### src/core/cls_map.svh
/*
  Register offsets, field positions, reset values and response codes
  of the configurable logic block. Assumes a 32-bit AXI4-Lite slave
  with an 8-bit byte address.
*/
`ifndef CLS_MAP_SVH
`define CLS_MAP_SVH

////////////////////////////////////////////////////////////////////////
// Register offsets (byte addresses)
`define CLS_ADDR_W 8
`define CLS_OFF_CTRL 8'h00
`define CLS_OFF_STAT 8'h04
`define CLS_OFF_CFG 8'h10
`define CLS_OFF_TBL 8'h20

////////////////////////////////////////////////////////////////////////
// Control register fields and reset
`define CLS_CTRL_USER 0
`define CLS_CTRL_NORAM 1
`define CLS_CTRL_RST 2'h0

////////////////////////////////////////////////////////////////////////
// Slice configuration fields and reset
`define CLS_CFG_MODE_LSB 0
`define CLS_CFG_MODE_MSB 1
`define CLS_CFG_OP_LSB 2
`define CLS_CFG_OP_MSB 4
`define CLS_CFG_FIVE_INPUT_TABLE 5
`define CLS_CFG_LATCH0 6
`define CLS_CFG_CLKNEG 8
`define CLS_CFG_LSRSYNC 9
`define CLS_CFG_INIT0 10
`define CLS_CFG_DPR 12
`define CLS_CFG_RST 16'h0000
`define CLS_TBL_RST 32'h0000_0000

////////////////////////////////////////////////////////////////////////
// Status register fields
`define CLS_STAT_Q_LSB 0
`define CLS_STAT_GEN_LSB 8
`define CLS_STAT_PROP_LSB 12
`define CLS_STAT_FCO 16
`define CLS_STAT_USER 17

////////////////////////////////////////////////////////////////////////
// Bus responses
`define CLS_RESP_OKAY 2'h0
`define CLS_RESP_SLVERR 2'h2

`endif

### src/core/cls_pkg.sv
/*
  Types of the configurable logic block: modes, ripple operations,
  fabric and bus carriers, state records. Assumes nothing else.
*/
package cls_pkg;

  // Slice operating modes
  typedef enum logic [1:0] {
    MODE_LOGIC = 2'b00,
    MODE_RIPPLE = 2'b01,
    MODE_RAM = 2'b10,
    MODE_ROM = 2'b11
  } cls_mode_type;

  // Ripple mode operations
  typedef enum logic [2:0] {
    OP_ADD = 3'b000,
    OP_SUB = 3'b001,
    OP_ADDSUB = 3'b010,
    OP_UPCNT = 3'b011,
    OP_DNCNT = 3'b100,
    OP_MULT = 3'b101,
    OP_CMP = 3'b110
  } cls_op_type;

  // Register decode result
  typedef enum logic [2:0] {
    SEL_CTRL = 3'b000,
    SEL_STAT = 3'b001,
    SEL_CFG = 3'b010,
    SEL_TBL = 3'b011,
    SEL_NONE = 3'b100
  } cls_sel_type;

  // Per-slice fabric inputs, 10 bits
  typedef struct packed {
    logic [1:0] a;
    logic [1:0] b;
    logic [1:0] c;
    logic [1:0] d;
    logic [1:0] m;
  } cls_slice_in_type;

  // Block fabric inputs, 53 bits
  typedef struct packed {
    cls_slice_in_type [3:0] sl;
    logic clk;
    logic lsr;
    logic ce;
    logic wre;
    logic fci;
    logic [1:0] cs;
    logic [3:0] wad;
    logic [1:0] wd;
  } cls_fab_in_type;

  // Per-slice fabric outputs, 5 bits
  typedef struct packed {
    logic [1:0] f;
    logic [1:0] q;
    logic ofx;
  } cls_slice_out_type;

  // Block fabric outputs, 25 bits
  typedef struct packed {
    cls_slice_out_type [3:0] sl;
    logic fco;
    logic cg;
    logic cp;
    logic wide6;
    logic wide7;
  } cls_fab_out_type;

  // AXI4-Lite master to slave
  typedef struct packed {
    logic [7:0] awaddr;
    logic awvalid;
    logic [31:0] wdata;
    logic [3:0] wstrb;
    logic wvalid;
    logic bready;
    logic [7:0] araddr;
    logic arvalid;
    logic rready;
  } cls_axi_req_type;

  // AXI4-Lite slave to master
  typedef struct packed {
    logic awready;
    logic wready;
    logic bvalid;
    logic [1:0] bresp;
    logic arready;
    logic rvalid;
    logic [31:0] rdata;
    logic [1:0] rresp;
  } cls_axi_rsp_type;

  // State of the block
  typedef struct packed {
    logic [1:0] ctrl;
    logic [3:0][15:0] cfg;
    logic [3:0][1:0] q;
    logic clk_prev;
    logic aw_have;
    logic [7:0] awaddr;
    logic w_have;
    logic [31:0] wdata;
    logic [3:0] wstrb;
    logic bvalid;
    logic [1:0] bresp;
    logic rvalid;
    logic [31:0] rdata;
    logic [1:0] rresp;
  } cls_state_type;

  // State of one 16x2 table
  typedef struct packed {
    logic [15:0] col1;
    logic [15:0] col0;
  } cls_mem_type;

endpackage

### src/core/cls_ram16x2.sv
/*
  One slice's pair of 16-entry tables, usable as two 16x1 tables or
  as one 16x2 memory. Assumes loads and writes on sys_clk.
*/
`timescale 1ns/1ps
`default_nettype none

module cls_ram16x2 (
  input wire logic sys_clk,
  input wire logic rstn,
  input wire logic load_en,
  input wire logic [31:0] load_data,
  input wire logic we,
  input wire logic [3:0] waddr,
  input wire logic [1:0] wdata,
  input wire logic [3:0] raddr0,
  input wire logic [3:0] raddr1,
  output logic [1:0] rdata,
  output logic [31:0] contents
);
  import cls_pkg::*;

  cls_mem_type mem_q;
  cls_mem_type mem_d;

  // Table load has priority over a fabric write
  always_comb begin
    mem_d = mem_q;
    if (load_en) begin
      mem_d = load_data;
    end else if (we) begin
      mem_d.col0[waddr] = wdata[0];
      mem_d.col1[waddr] = wdata[1];
    end
  end

  // Storage
  always_ff @(posedge sys_clk or negedge rstn) begin
    if (!rstn) begin
      mem_q <= '0;
    end else begin
      mem_q <= mem_d;
    end
  end

  // Combinational read of both columns
  assign rdata = {mem_q.col1[raddr1], mem_q.col0[raddr0]};
  assign contents = mem_q;

endmodule // cls_ram16x2

`default_nettype wire

### src/core/cls_logic_block.sv
/*
  Configurable logic block of four slices with tables, ripple
  arithmetic, distributed memory and storage elements, configured
  over AXI4-Lite. Assumes fabric inputs synchronous to sys_clk.
*/
// Contract
// - Two tables per slice feed flip-flop-or-latch elements
// - Set/reset selectable synchronous or asynchronous
// - Clock polarity and edge/level selectable
// - Four modes; RAM-less variant lacks RAM
// - Logic mode: any 4-input function, 16 entries
// - Tables combine to five inputs; slices chain wider
// - Ripple: add, sub, addsub, counters, multiply step
// - Ripple compare: ge, ne, le
// - Carry generate and propagate per slice
// - RAM: 16x2 single port in one slice
// - Dual port pairs slice with read-only companion
// - ROM: two 16x1 tables per slice
// - Entering user mode loads configured set/reset state
// - Four slices, 53 inputs, 25 outputs
`timescale 1ns/1ps
`default_nettype none
`include "cls_map.svh"

module cls_logic_block (
  input wire logic sys_clk,
  input wire logic rstn,
  input wire cls_pkg::cls_axi_req_type axi_req,
  output var cls_pkg::cls_axi_rsp_type axi_rsp,
  input wire cls_pkg::cls_fab_in_type fab_in,
  output var cls_pkg::cls_fab_out_type fab_out
);
  import cls_pkg::*;

  ////////////////////////////////////////////////////////////////////
  // Helpers

  // Table address from the four inputs of table i
  function automatic logic [3:0] tbl_addr(input cls_slice_in_type si, input int i);
    tbl_addr = {si.d[i], si.c[i], si.b[i], si.a[i]};
  endfunction

  // Two-bit add with carry, carry out on top
  function automatic logic [2:0] add2(input logic [1:0] x, input logic [1:0] y, input logic ci);
    add2 = {1'b0, x} + {1'b0, y} + {2'h0, ci};
  endfunction

  // Byte-lane merge of a write
  function automatic logic [31:0] merge(input logic [31:0] old, input logic [31:0] nw, input logic [3:0] strb);
    merge = old;
    for (int k = 0; k < 4; k++) begin
      if (strb[k]) begin
        merge[k*8 +: 8] = nw[k*8 +: 8];
      end
    end
  endfunction

  // Register decode
  function automatic cls_sel_type reg_sel(input logic [7:0] adr);
    if (adr[1:0] != 2'h0) begin
      reg_sel = SEL_NONE;
    end else if (adr == `CLS_OFF_CTRL) begin
      reg_sel = SEL_CTRL;
    end else if (adr == `CLS_OFF_STAT) begin
      reg_sel = SEL_STAT;
    end else if ({adr[7:4], 4'h0} == `CLS_OFF_CFG) begin
      reg_sel = SEL_CFG;
    end else if ({adr[7:4], 4'h0} == `CLS_OFF_TBL) begin
      reg_sel = SEL_TBL;
    end else begin
      reg_sel = SEL_NONE;
    end
  endfunction

  ////////////////////////////////////////////////////////////////////
  // Signals

  cls_state_type st_q;
  cls_state_type st_d;
  cls_mode_type mode [4];
  cls_op_type op [4];
  logic [3:0][3:0] raddr0;
  logic [3:0][3:0] raddr1;
  logic [3:0][1:0] rdat;
  logic [3:0][31:0] tbl;
  logic [3:0][1:0] ax;
  logic [3:0][1:0] bx;
  logic [3:0][2:0] sum;
  logic [3:0][1:0] fval;
  logic [3:0] we;
  logic [3:0] ld;
  logic [3:0] gen;
  logic [3:0] prop;
  logic [3:0] ne;
  logic [3:0] ofx;
  logic [4:0] carry;
  logic [31:0] ld_data;
  logic [31:0] stat;
  logic user;
  logic noram;
  logic wr_go;
  logic wide6b;
  cls_sel_type wsel;
  cls_sel_type rsel;

  assign user = st_q.ctrl[`CLS_CTRL_USER];
  assign noram = st_q.ctrl[`CLS_CTRL_NORAM];
  assign wr_go = st_q.aw_have & st_q.w_have & ~st_q.bvalid;
  assign wsel = reg_sel(st_q.awaddr);
  assign rsel = reg_sel(axi_req.araddr);
  assign ld_data = merge(tbl[st_q.awaddr[3:2]], st_q.wdata, st_q.wstrb);

  ////////////////////////////////////////////////////////////////////
  // Slice tables, one 16x2 memory per slice

  for (genvar s = 0; s < 4; s++) begin : g_slice
    cls_ram16x2 u_tbl (
      .sys_clk(sys_clk),
      .rstn(rstn),
      .load_en(ld[s]),
      .load_data(ld_data),
      .we(we[s]),
      .waddr(fab_in.wad),
      .wdata(fab_in.wd),
      .raddr0(raddr0[s]),
      .raddr1(raddr1[s]),
      .rdata(rdat[s]),
      .contents(tbl[s])
    );
  end

  ////////////////////////////////////////////////////////////////////
  // Slice datapath: tables, ripple chain, memory write enables

  always_comb begin
    carry[0] = fab_in.fci;
    for (int s = 0; s < 4; s++) begin
      mode[s] = cls_mode_type'(st_q.cfg[s][`CLS_CFG_MODE_MSB:`CLS_CFG_MODE_LSB]);
      op[s] = cls_op_type'(st_q.cfg[s][`CLS_CFG_OP_MSB:`CLS_CFG_OP_LSB]);
      // Table addresses; RAM mode reads one 16x2 word
      raddr0[s] = tbl_addr(fab_in.sl[s], 0);
      if (mode[s] == MODE_RAM) begin
        raddr1[s] = raddr0[s];
      end else begin
        raddr1[s] = tbl_addr(fab_in.sl[s], 1);
      end
      // Operand selection
      ax[s] = fab_in.sl[s].a;
      case (op[s])
        OP_ADD: bx[s] = fab_in.sl[s].b;
        OP_ADDSUB: bx[s] = fab_in.sl[s].m[0] ? ~fab_in.sl[s].b : fab_in.sl[s].b;
        OP_UPCNT: begin
          ax[s] = st_q.q[s];
          bx[s] = 2'h0;
        end
        OP_DNCNT: begin
          ax[s] = st_q.q[s];
          bx[s] = 2'h3;
        end
        OP_MULT: bx[s] = fab_in.sl[s].b & {2{fab_in.sl[s].m[0]}};
        default: bx[s] = ~fab_in.sl[s].b;
      endcase
      sum[s] = add2(ax[s], bx[s], carry[s]);
      ne[s] = |(fab_in.sl[s].a ^ fab_in.sl[s].b);
      if (mode[s] == MODE_RIPPLE) begin
        carry[s+1] = sum[s][2];
        gen[s] = add2(ax[s], bx[s], 1'b0) >= 3'h4;
        prop[s] = &(ax[s] ^ bx[s]);
        if (op[s] == OP_CMP) begin
          fval[s] = {~(sum[s][2] & ne[s]), sum[s][2]};
          ofx[s] = ne[s];
        end else begin
          fval[s] = sum[s][1:0];
          ofx[s] = sum[s][2];
        end
      end else begin
        carry[s+1] = carry[s];
        gen[s] = 1'b0;
        prop[s] = 1'b0;
        fval[s] = rdat[s];
        // Two tables merged into a five-input function
        if (st_q.cfg[s][`CLS_CFG_FIVE_INPUT_TABLE]) begin
          ofx[s] = fab_in.sl[s].m[0] ? rdat[s][1] : rdat[s][0];
        end else begin
          ofx[s] = 1'b0;
        end
      end
      // Fabric write; companion mirrors its partner's writes
      we[s] = user & ~noram & (mode[s] == MODE_RAM) & fab_in.wre & (&fab_in.cs)
        & ((fab_in.clk ^ st_q.cfg[s][`CLS_CFG_CLKNEG])
        & ~(st_q.clk_prev ^ st_q.cfg[s][`CLS_CFG_CLKNEG]));
      if ((s % 2 == 1) && st_q.cfg[s][`CLS_CFG_DPR] && (mode[s ^ 1] != MODE_RAM)) begin
        we[s] = 1'b0;
      end
      ld[s] = wr_go & (wsel == SEL_TBL) & (st_q.awaddr[3:2] == 2'(s));
    end
  end

  ////////////////////////////////////////////////////////////////////
  // Status word

  always_comb begin
    stat = '0;
    stat[`CLS_STAT_Q_LSB +: 8] = st_q.q;
    stat[`CLS_STAT_GEN_LSB +: 4] = gen;
    stat[`CLS_STAT_PROP_LSB +: 4] = prop;
    stat[`CLS_STAT_FCO] = carry[4];
    stat[`CLS_STAT_USER] = user;
  end

  ////////////////////////////////////////////////////////////////////
  // Next state: storage elements and bus slave

  always_comb begin
    st_d = st_q;
    st_d.clk_prev = fab_in.clk;
    // Storage elements
    for (int s = 0; s < 4; s++) begin
      for (int i = 0; i < 2; i++) begin
        if (!user) begin
          st_d.q[s][i] = st_q.cfg[s][`CLS_CFG_INIT0 + i];
        end else if (fab_in.lsr && !st_q.cfg[s][`CLS_CFG_LSRSYNC]) begin
          st_d.q[s][i] = st_q.cfg[s][`CLS_CFG_INIT0 + i];
        end else if (st_q.cfg[s][`CLS_CFG_LATCH0 + i]
          ? (fab_in.clk ^ st_q.cfg[s][`CLS_CFG_CLKNEG])
          : ((fab_in.clk ^ st_q.cfg[s][`CLS_CFG_CLKNEG])
          & ~(st_q.clk_prev ^ st_q.cfg[s][`CLS_CFG_CLKNEG]))) begin
          if (fab_in.lsr) begin
            st_d.q[s][i] = st_q.cfg[s][`CLS_CFG_INIT0 + i];
          end else if (fab_in.ce) begin
            st_d.q[s][i] = fval[s][i];
          end
        end
      end
    end
    // Write address and data capture
    if (axi_req.awvalid && !st_q.aw_have && !st_q.bvalid) begin
      st_d.aw_have = 1'b1;
      st_d.awaddr = axi_req.awaddr;
    end
    if (axi_req.wvalid && !st_q.w_have && !st_q.bvalid) begin
      st_d.w_have = 1'b1;
      st_d.wdata = axi_req.wdata;
      st_d.wstrb = axi_req.wstrb;
    end
    // Register write
    if (wr_go) begin
      st_d.aw_have = 1'b0;
      st_d.w_have = 1'b0;
      st_d.bvalid = 1'b1;
      st_d.bresp = `CLS_RESP_OKAY;
      case (wsel)
        SEL_CTRL: st_d.ctrl = 2'(merge(32'(st_q.ctrl), st_q.wdata, st_q.wstrb));
        SEL_CFG: st_d.cfg[st_q.awaddr[3:2]] = 16'(merge(32'(st_q.cfg[st_q.awaddr[3:2]]), st_q.wdata, st_q.wstrb));
        SEL_TBL: st_d.bresp = `CLS_RESP_OKAY;
        default: st_d.bresp = `CLS_RESP_SLVERR;
      endcase
    end else if (st_q.bvalid && axi_req.bready) begin
      st_d.bvalid = 1'b0;
    end
    // Register read
    if (axi_req.arvalid && !st_q.rvalid) begin
      st_d.rvalid = 1'b1;
      st_d.rresp = `CLS_RESP_OKAY;
      case (rsel)
        SEL_CTRL: st_d.rdata = 32'(st_q.ctrl);
        SEL_STAT: st_d.rdata = stat;
        SEL_CFG: st_d.rdata = 32'(st_q.cfg[axi_req.araddr[3:2]]);
        SEL_TBL: st_d.rdata = tbl[axi_req.araddr[3:2]];
        default: begin
          st_d.rdata = 32'h0000_0000;
          st_d.rresp = `CLS_RESP_SLVERR;
        end
      endcase
    end else if (st_q.rvalid && axi_req.rready) begin
      st_d.rvalid = 1'b0;
    end
  end

  ////////////////////////////////////////////////////////////////////
  // State register

  always_ff @(posedge sys_clk or negedge rstn) begin
    if (!rstn) begin
      st_q <= '0;
      st_q.ctrl <= `CLS_CTRL_RST;
      for (int s = 0; s < 4; s++) begin
        st_q.cfg[s] <= `CLS_CFG_RST;
      end
    end else begin
      st_q <= st_d;
    end
  end

  ////////////////////////////////////////////////////////////////////
  // Bus handshakes

  always_comb begin
    axi_rsp.awready = ~st_q.aw_have & ~st_q.bvalid;
    axi_rsp.wready = ~st_q.w_have & ~st_q.bvalid;
    axi_rsp.bvalid = st_q.bvalid;
    axi_rsp.bresp = st_q.bresp;
    axi_rsp.arready = ~st_q.rvalid;
    axi_rsp.rvalid = st_q.rvalid;
    axi_rsp.rdata = st_q.rdata;
    axi_rsp.rresp = st_q.rresp;
  end

  ////////////////////////////////////////////////////////////////////
  // Fabric outputs and wide-function muxes

  assign wide6b = fab_in.sl[3].m[1] ? ofx[3] : ofx[2];

  always_comb begin
    for (int s = 0; s < 4; s++) begin
      fab_out.sl[s].f = fval[s];
      fab_out.sl[s].q = st_q.q[s];
      fab_out.sl[s].ofx = ofx[s];
    end
    fab_out.fco = carry[4];
    fab_out.cp = &prop;
    fab_out.cg = gen[3] | (prop[3] & gen[2]) | (&prop[3:2] & gen[1]) | (&prop[3:1] & gen[0]);
    fab_out.wide6 = fab_in.sl[1].m[1] ? ofx[1] : ofx[0];
    fab_out.wide7 = fab_in.sl[2].m[1] ? wide6b : fab_out.wide6;
  end

endmodule // cls_logic_block

`default_nettype wire

### config.mk
export PLATFORM = sky130hd
export DESIGN_NAME = cls_logic_block
export DESIGN_NICKNAME = d
export VERILOG_FILES = /design/src/core/cls_pkg.sv /design/src/core/cls_ram16x2.sv /design/src/core/cls_logic_block.sv
export VERILOG_INCLUDE_DIRS = /design/src /design/src/core
export SDC_FILE = /design/constraint.sdc
export NUM_CORES = 1
export LEC_CHECK = 0
export BUFFER_PORTS_ARGS = -buffer_cell sky130_fd_sc_hd__buf_2
export CORE_AREA = 4 4 217 219
export DETAILED_ROUTE_END_ITERATION = 6
export DIE_AREA = 0 0 221 223
export GPL_TIMING_DRIVEN = 1
export PLACE_DENSITY = 0.61
export SYNTH_ARGS = -nofsm -noshare
export SYNTH_HDL_FRONTEND = slang
export SYNTH_SLANG_ARGS = --single-unit
### constraint.sdc
create_clock -name sys_clk -period 9.08 [get_ports sys_clk]
set_input_delay 0.908 -clock sys_clk [delete_from_list [all_inputs] [get_ports sys_clk]]
set_output_delay 0.908 -clock sys_clk [all_outputs]
set_load 0.01 [all_outputs]
======== Yosys cells after proc, flatten, opt, wreduce, memory -nomap -nowiden ========
Index checks and enable logic that the tools add are counted.
word-level totals
  register bits ........................... 287
  bits of input ports ..................... 112
  output and inout port bits .............. 66
  logic and storage cells ................. 441
operators by class
  add/sub/neg operators ................... 8
  order comparisons ....................... 17
  eq/ne operators ......................... 56
  muxes and demuxes ....................... 181
  bitwise operators ....................... 77
  reduce and logical (&&, ||, !) cells .... 70
operators with widths
  operator            number
  $mux 32             10
  $bmux 32 s2         2
  $bwmux 16           8
  $pmux 32 s4         1
  $mux 1              96
  $mux 8              10
  $bmux 16 s2         2
  $bwmux 64           1
  $mux 16             3
  $lt 4x5->1 const B  9
  $pmux 2 s5          4
  $and 1x1->1         37
  $mux 37             1
  $eq 3x2->1 const B  12
  $eq 3x3->1 const B  12
  $mux 2              18
  $bmux 1 s4          8
  $demux 16 s2        1
  $mux 3              10
  $reduce_and 2->1    15
  $ne 3x1->1 const B  8
  $reduce_bool 2->1   10
  $logic_not 3->1     6
  $eq 8x3->1 const B  2
  other kinds (31)    123

======== Logic depth before layout (Yosys ltp) ========
  depth after elaboration ................. 20
  gate-level depth with buffers ........... 29
  mapped depth without buffers ............ 28

======== Cells and area by module ========
Synthesis repeated with hierarchy kept, for this count alone.
unflattened totals
  cell total of the unflattened synthesis .. 1882
  area total of the unflattened synthesis .. 19343.6 µm²
by module, submodules not included
  module           instances  cells an instance  area an instance (µm²)  seq. area each (µm²)
  cls_logic_block  1          1046               11751.3                 3928.8
  cls_ram16x2      4          209                1898.1                  800.8

======== Worst setup path before layout ========
OpenSTA, ideal clock, no wires.
  path kind ............................... input port to output port
  start point ............................. input port fab_in[19] in the netlist's numbering
  end point ............................... output port fab_out[0] in the netlist's numbering
  arrival time ............................ 5.790 ns
  required time ........................... 8.172 ns
  setup slack ............................. 2.382 ns
  stages .................................. 29
  buffers on the path ..................... 1
  path through ............................ clkbuf_1 nor2_1 xnor2_1 o21ai_0 o21ai_0 ha_1 inv_1 fa_1 inv_1 ha_1 xnor2_1 mux2_2 ha_1 ha_1 xor2_1 nand2_1 o21a_1 ha_1 ha_1 xnor2_1 mux2_2 ha_1 ha_1 xor2_1 nand2_1 o211ai_1 o21ai_0 o21ai_0 o32ai_1
RTL lines
  element      line                   RTL
  from (decl)  cls_logic_block.sv:30  input wire cls_pkg::cls_fab_in_type fab_in,
  to (decl)    cls_logic_block.sv:31  output var cls_pkg::cls_fab_out_type fab_out

==> out/qor_table.md <==
| Result | Reported |
| --- | --- |
| Run status | finished, final reports clean |
| Wire length on met2 | 32000 um |
| Clock Sink Count | 285 |
| Synthesis Warnings | 0 |
| Highest metal layer with signal wires | met5 |
| Count of maximum capacitance violations | 0 |
| Cell with the largest stage delay on the worst path | sky130_fd_sc_hd__fa_1 |
| Hold-fix buffer count after cts | 0 |
| Starting density of the core | 42.5% |
| # nets final | 2087 |
| EDFF count, synth | 0 |
| # placed instances | 2509 |
| Die Y-Extent | 223 um |
| Class of the tightest hold or removal check | primary input to async pin |
| Final clock skew | 0.0287 ns |
| CP Max Fanout | 7 |
| Post-Syn Area | 0.0192 mm^2 |
| WP data arrival | 6.62 ns |
| Critical path launch point type | primary input |
| Maximum number of pins on one net before global-route repair | 77 |
| First-pass GRT wire length | 104000 um |
| Setup repair bufs after CTS | 0 |
| Unrepaired setup endpoints after global routing | no |
| Largest stage delay, worst path | 0.52 ns |
| Vias in the first global route | 16140 |
| Pins over their slew limit | 0 |
| Antenna violations before repair | 4 |
| Max Fclk | 0.133 GHz |
| Total via count in the routed design | 16280 |
| Area contributors post-synth | sky130_fd_sc_hd__dfrtp_1 (37%), sky130_fd_sc_hd__mux4_2 (14%), sky130_fd_sc_hd__mux2_2 (9.0%) |
| Overflow after GRT | 0 |
| Setup CP Type | primary input to primary output |
| Total die area | 0.0493 mm^2 |
| Total met3 wirelength after detailed routing | 6770 um |
| Slew of the pin with the lowest slew margin | 1.18 ns |
| Number of DRC markers in iteration 0 | 2026 |
| Leading area contributor after synthesis | sky130_fd_sc_hd__dfrtp_1 |
| Die width | 221 um |
| Period minus WS final | 7.53 ns |
| LEAKAGE | 0.00905 uW |
| Total Wirelength | 69600 um |
| Number of synthesized register bits | 285 |
| GRT Resource Usage Total | 27.6% |
| ANT nets after route | 0 |
| Worst path most repeated cell | sky130_fd_sc_hd__ha_1 |
| Root buffer cell | sky130_fd_sc_hd__clkbuf_16 |
| Number of filler cells placed in the layout | 4251 |
| Clock-pin slew of the registers on the worst-case setup and hold paths | 0.05 ns |
| Placement Rows | 78 |
| GP Congestion | 1.00 |
| Mean instance size in the synthesized netlist | 10.1 um^2 |
| Ys async rst share | 100% |
| Routed vias/inst | 6.33 |
| Power density of the placed cells | 272 mW/mm^2 |
| Routed length on met1 | 27900 um |
| Ys flop type | sky130_fd_sc_hd__dfrtp_1 |
| Most frequent cells after synthesis | sky130_fd_sc_hd__nand2_1 (291), sky130_fd_sc_hd__dfrtp_1 (285), sky130_fd_sc_hd__o21ai_0 (187), sky130_fd_sc_hd__mux2_2 (154), sky130_fd_sc_hd__mux4_2 (116) |
| Portion of synthesized cell area occupied by the leading cell type | 37.2% |
| CP endpoint kind | primary output |
| Remaining max-slew budget at the tightest pin | 19.1% |
| Input/output buffers | 174 |
| Final sum of negative setup slack | 0 ns |
| TritonCTS buffer count | 36 |
| Post-Synthesis Cells | 1904 |
| DRC | 0 |
| Seq/Total Area, Yosys | 37.2% |
| Clock tree from TritonCTS | built |
| Hold violation count in the final report | 0 |
| H-Tree Level Count | 2 |
| Average detailed-routed wire length per instance | 27.1 um |
| Most frequent cell after synthesis | sky130_fd_sc_hd__nand2_1 |
| Synth unique cells | 76 |
| Peak supply drop | 0.000189 V |
| DR pass1 iterations | 5 |
| Signed area change from the synthesized netlist to the final layout | 11.4% |
| Clock network latency to the later pin of the worst-skew pair | 0.57 ns |
| Io pins | 178 |
| Share of the cycle needed by the critical path after routing | 82.9% |
| Required time of the critical path | 8.17 ns |
| Layout cell share with drive strength beyond 1 | 28.0% |
| DPL Wire Length | 51000 um |
| Final Non-Filler Cells | 2571 |
| Finish-stage setup viols | 0 |
| Maximum buffer depth of the clock tree | 3 |
| Number of instances resized during post-cts repair | 0 |
| Placeable core area | 0.0451 mm^2 |
## cell usage in the layout, fill, tap and decap left out, drive strengths merged, types with 6 or more instances in the layout
| master | n |
|---|---|
| nand2 | 291 |
| dfrtp | 285 |
| o21ai | 200 |
| buf | 195 |
| mux2 | 156 |
| mux4 | 116 |
| a21oi | 90 |
| nor2 | 64 |
| a211oi | 63 |
| mux2i | 58 |
| clkbuf | 48 |
| inv | 45 |
| and3 | 36 |
| a22o | 28 |
| ha | 24 |
| nand2b | 21 |
| nor3 | 20 |
| a31oi | 16 |
| nor2b | 13 |
| o22ai | 13 |
| a22oi | 11 |
| xnor2 | 10 |
| o211ai | 10 |
| o31ai | 9 |
| xor2 | 8 |
| a21o | 8 |
| nand3 | 8 |
| and2 | 8 |
| nand3b | 7 |
| nor4 | 7 |
| nor3b | 7 |
| or2 | 6 |
| o21a | 6 |
| clkinv | 6 |
## final timing paths
kind                                         start                                   endpoint  slack (ns)  depth (start not counted)
max                                     fab_in[20]                                 fab_out[0]        1.55                         28
min                                           rstn                       st_q[54]$_DFFE_PN0P_        0.30                          1
max reg2reg                     op[10]$_DFFE_PN0P_                    fab_out[22]$_DFFE_PN0P_        3.15                         25
min reg2reg                axi_rsp[13]$_DFFE_PN0P_                    axi_rsp[13]$_DFFE_PN0P_        0.47                          2
max in group asynchronous                     rstn  g_slice[1].u_tbl.contents[19]$_DFFE_PN0P_        6.49                          3
min in group sys_clk       axi_rsp[13]$_DFFE_PN0P_                    axi_rsp[13]$_DFFE_PN0P_        0.47                          2
## final cells by class
class | instances | area, um^2 | share of cell area, %
timing repair buffer | 195 | 1040 | 4.88
clock buffer | 48 | 1070 | 5.00
antenna | 1 | 2.50 | 0.0117
multi-input combinational | 1383 | 11000 | 51.4
inverter | 46 | 173 | 0.809
sequential | 285 | 7140 | 33.5
clock inverter | 13 | 198 | 0.926
tap | 600 | 751 | 3.52
## layer usage
layer,up-vias,GRT usage [%]
li1,7080,-
met5,-,0
met3,140,6.39
met1,8179,37.5
met2,877,43.3
met4,4,10.4
## logic make-up after synthesis
group           count (synthesis)  synth area share [%]
fa+ha+maj                      28                  1.98
mux                           330                  25.9
xor+xnor                       18                 0.823
simple gates                  515                  12.5
other cells                     1                0.0196
compound gates                490                  15.8
flops                         285                  37.2
buf+inv                       237                  5.67
## state kept, by name, summed over array words and instances, names as in the netlist
name and flops:
mode 8, op 12, axi_rsp 36, st_q 92, fab_out 8, g_slice.u_tbl.contents 128, noram 1
## critical path, delay by kind of cell
family          cells  cell delay (ns)
simple gates        3             0.21
mux                 2             0.62
compound gates      6             1.37
fa+ha+maj           9             2.17
buf+inv             4             0.48
xor+xnor            4             0.84
## power breakdown
part / internal (uW) / switching [uW] / total, uW
Sequential: 1610 / 659 / 2270
Clock: 963 / 583 / 1550
Combinational: 1010 / 975 / 1980
Total: 3580 / 2220 / 5800
## through the flow
stage / worst slack [ns] / total power, uW / util, % / hold slack (ns) / instance area, um^2
final: 1.55 / 5800 / 47.3 / 0.296 / 21300
after global placement: 1.83 / 4180 / 44.5 / 0.458 / 20100
after detailed placement: 1.67 / 4230 / 44.5 / 0.466 / 20100
after floorplan: 2.38 / 3450 / - / 0.451 / 19200
after global routing: 1.23 / 6100 / 47.3 / 0.329 / 21300
after CTS: 1.64 / 5800 / 47.3 / 0.302 / 21300
No activity file was read; power rests on OpenSTA's default activity.
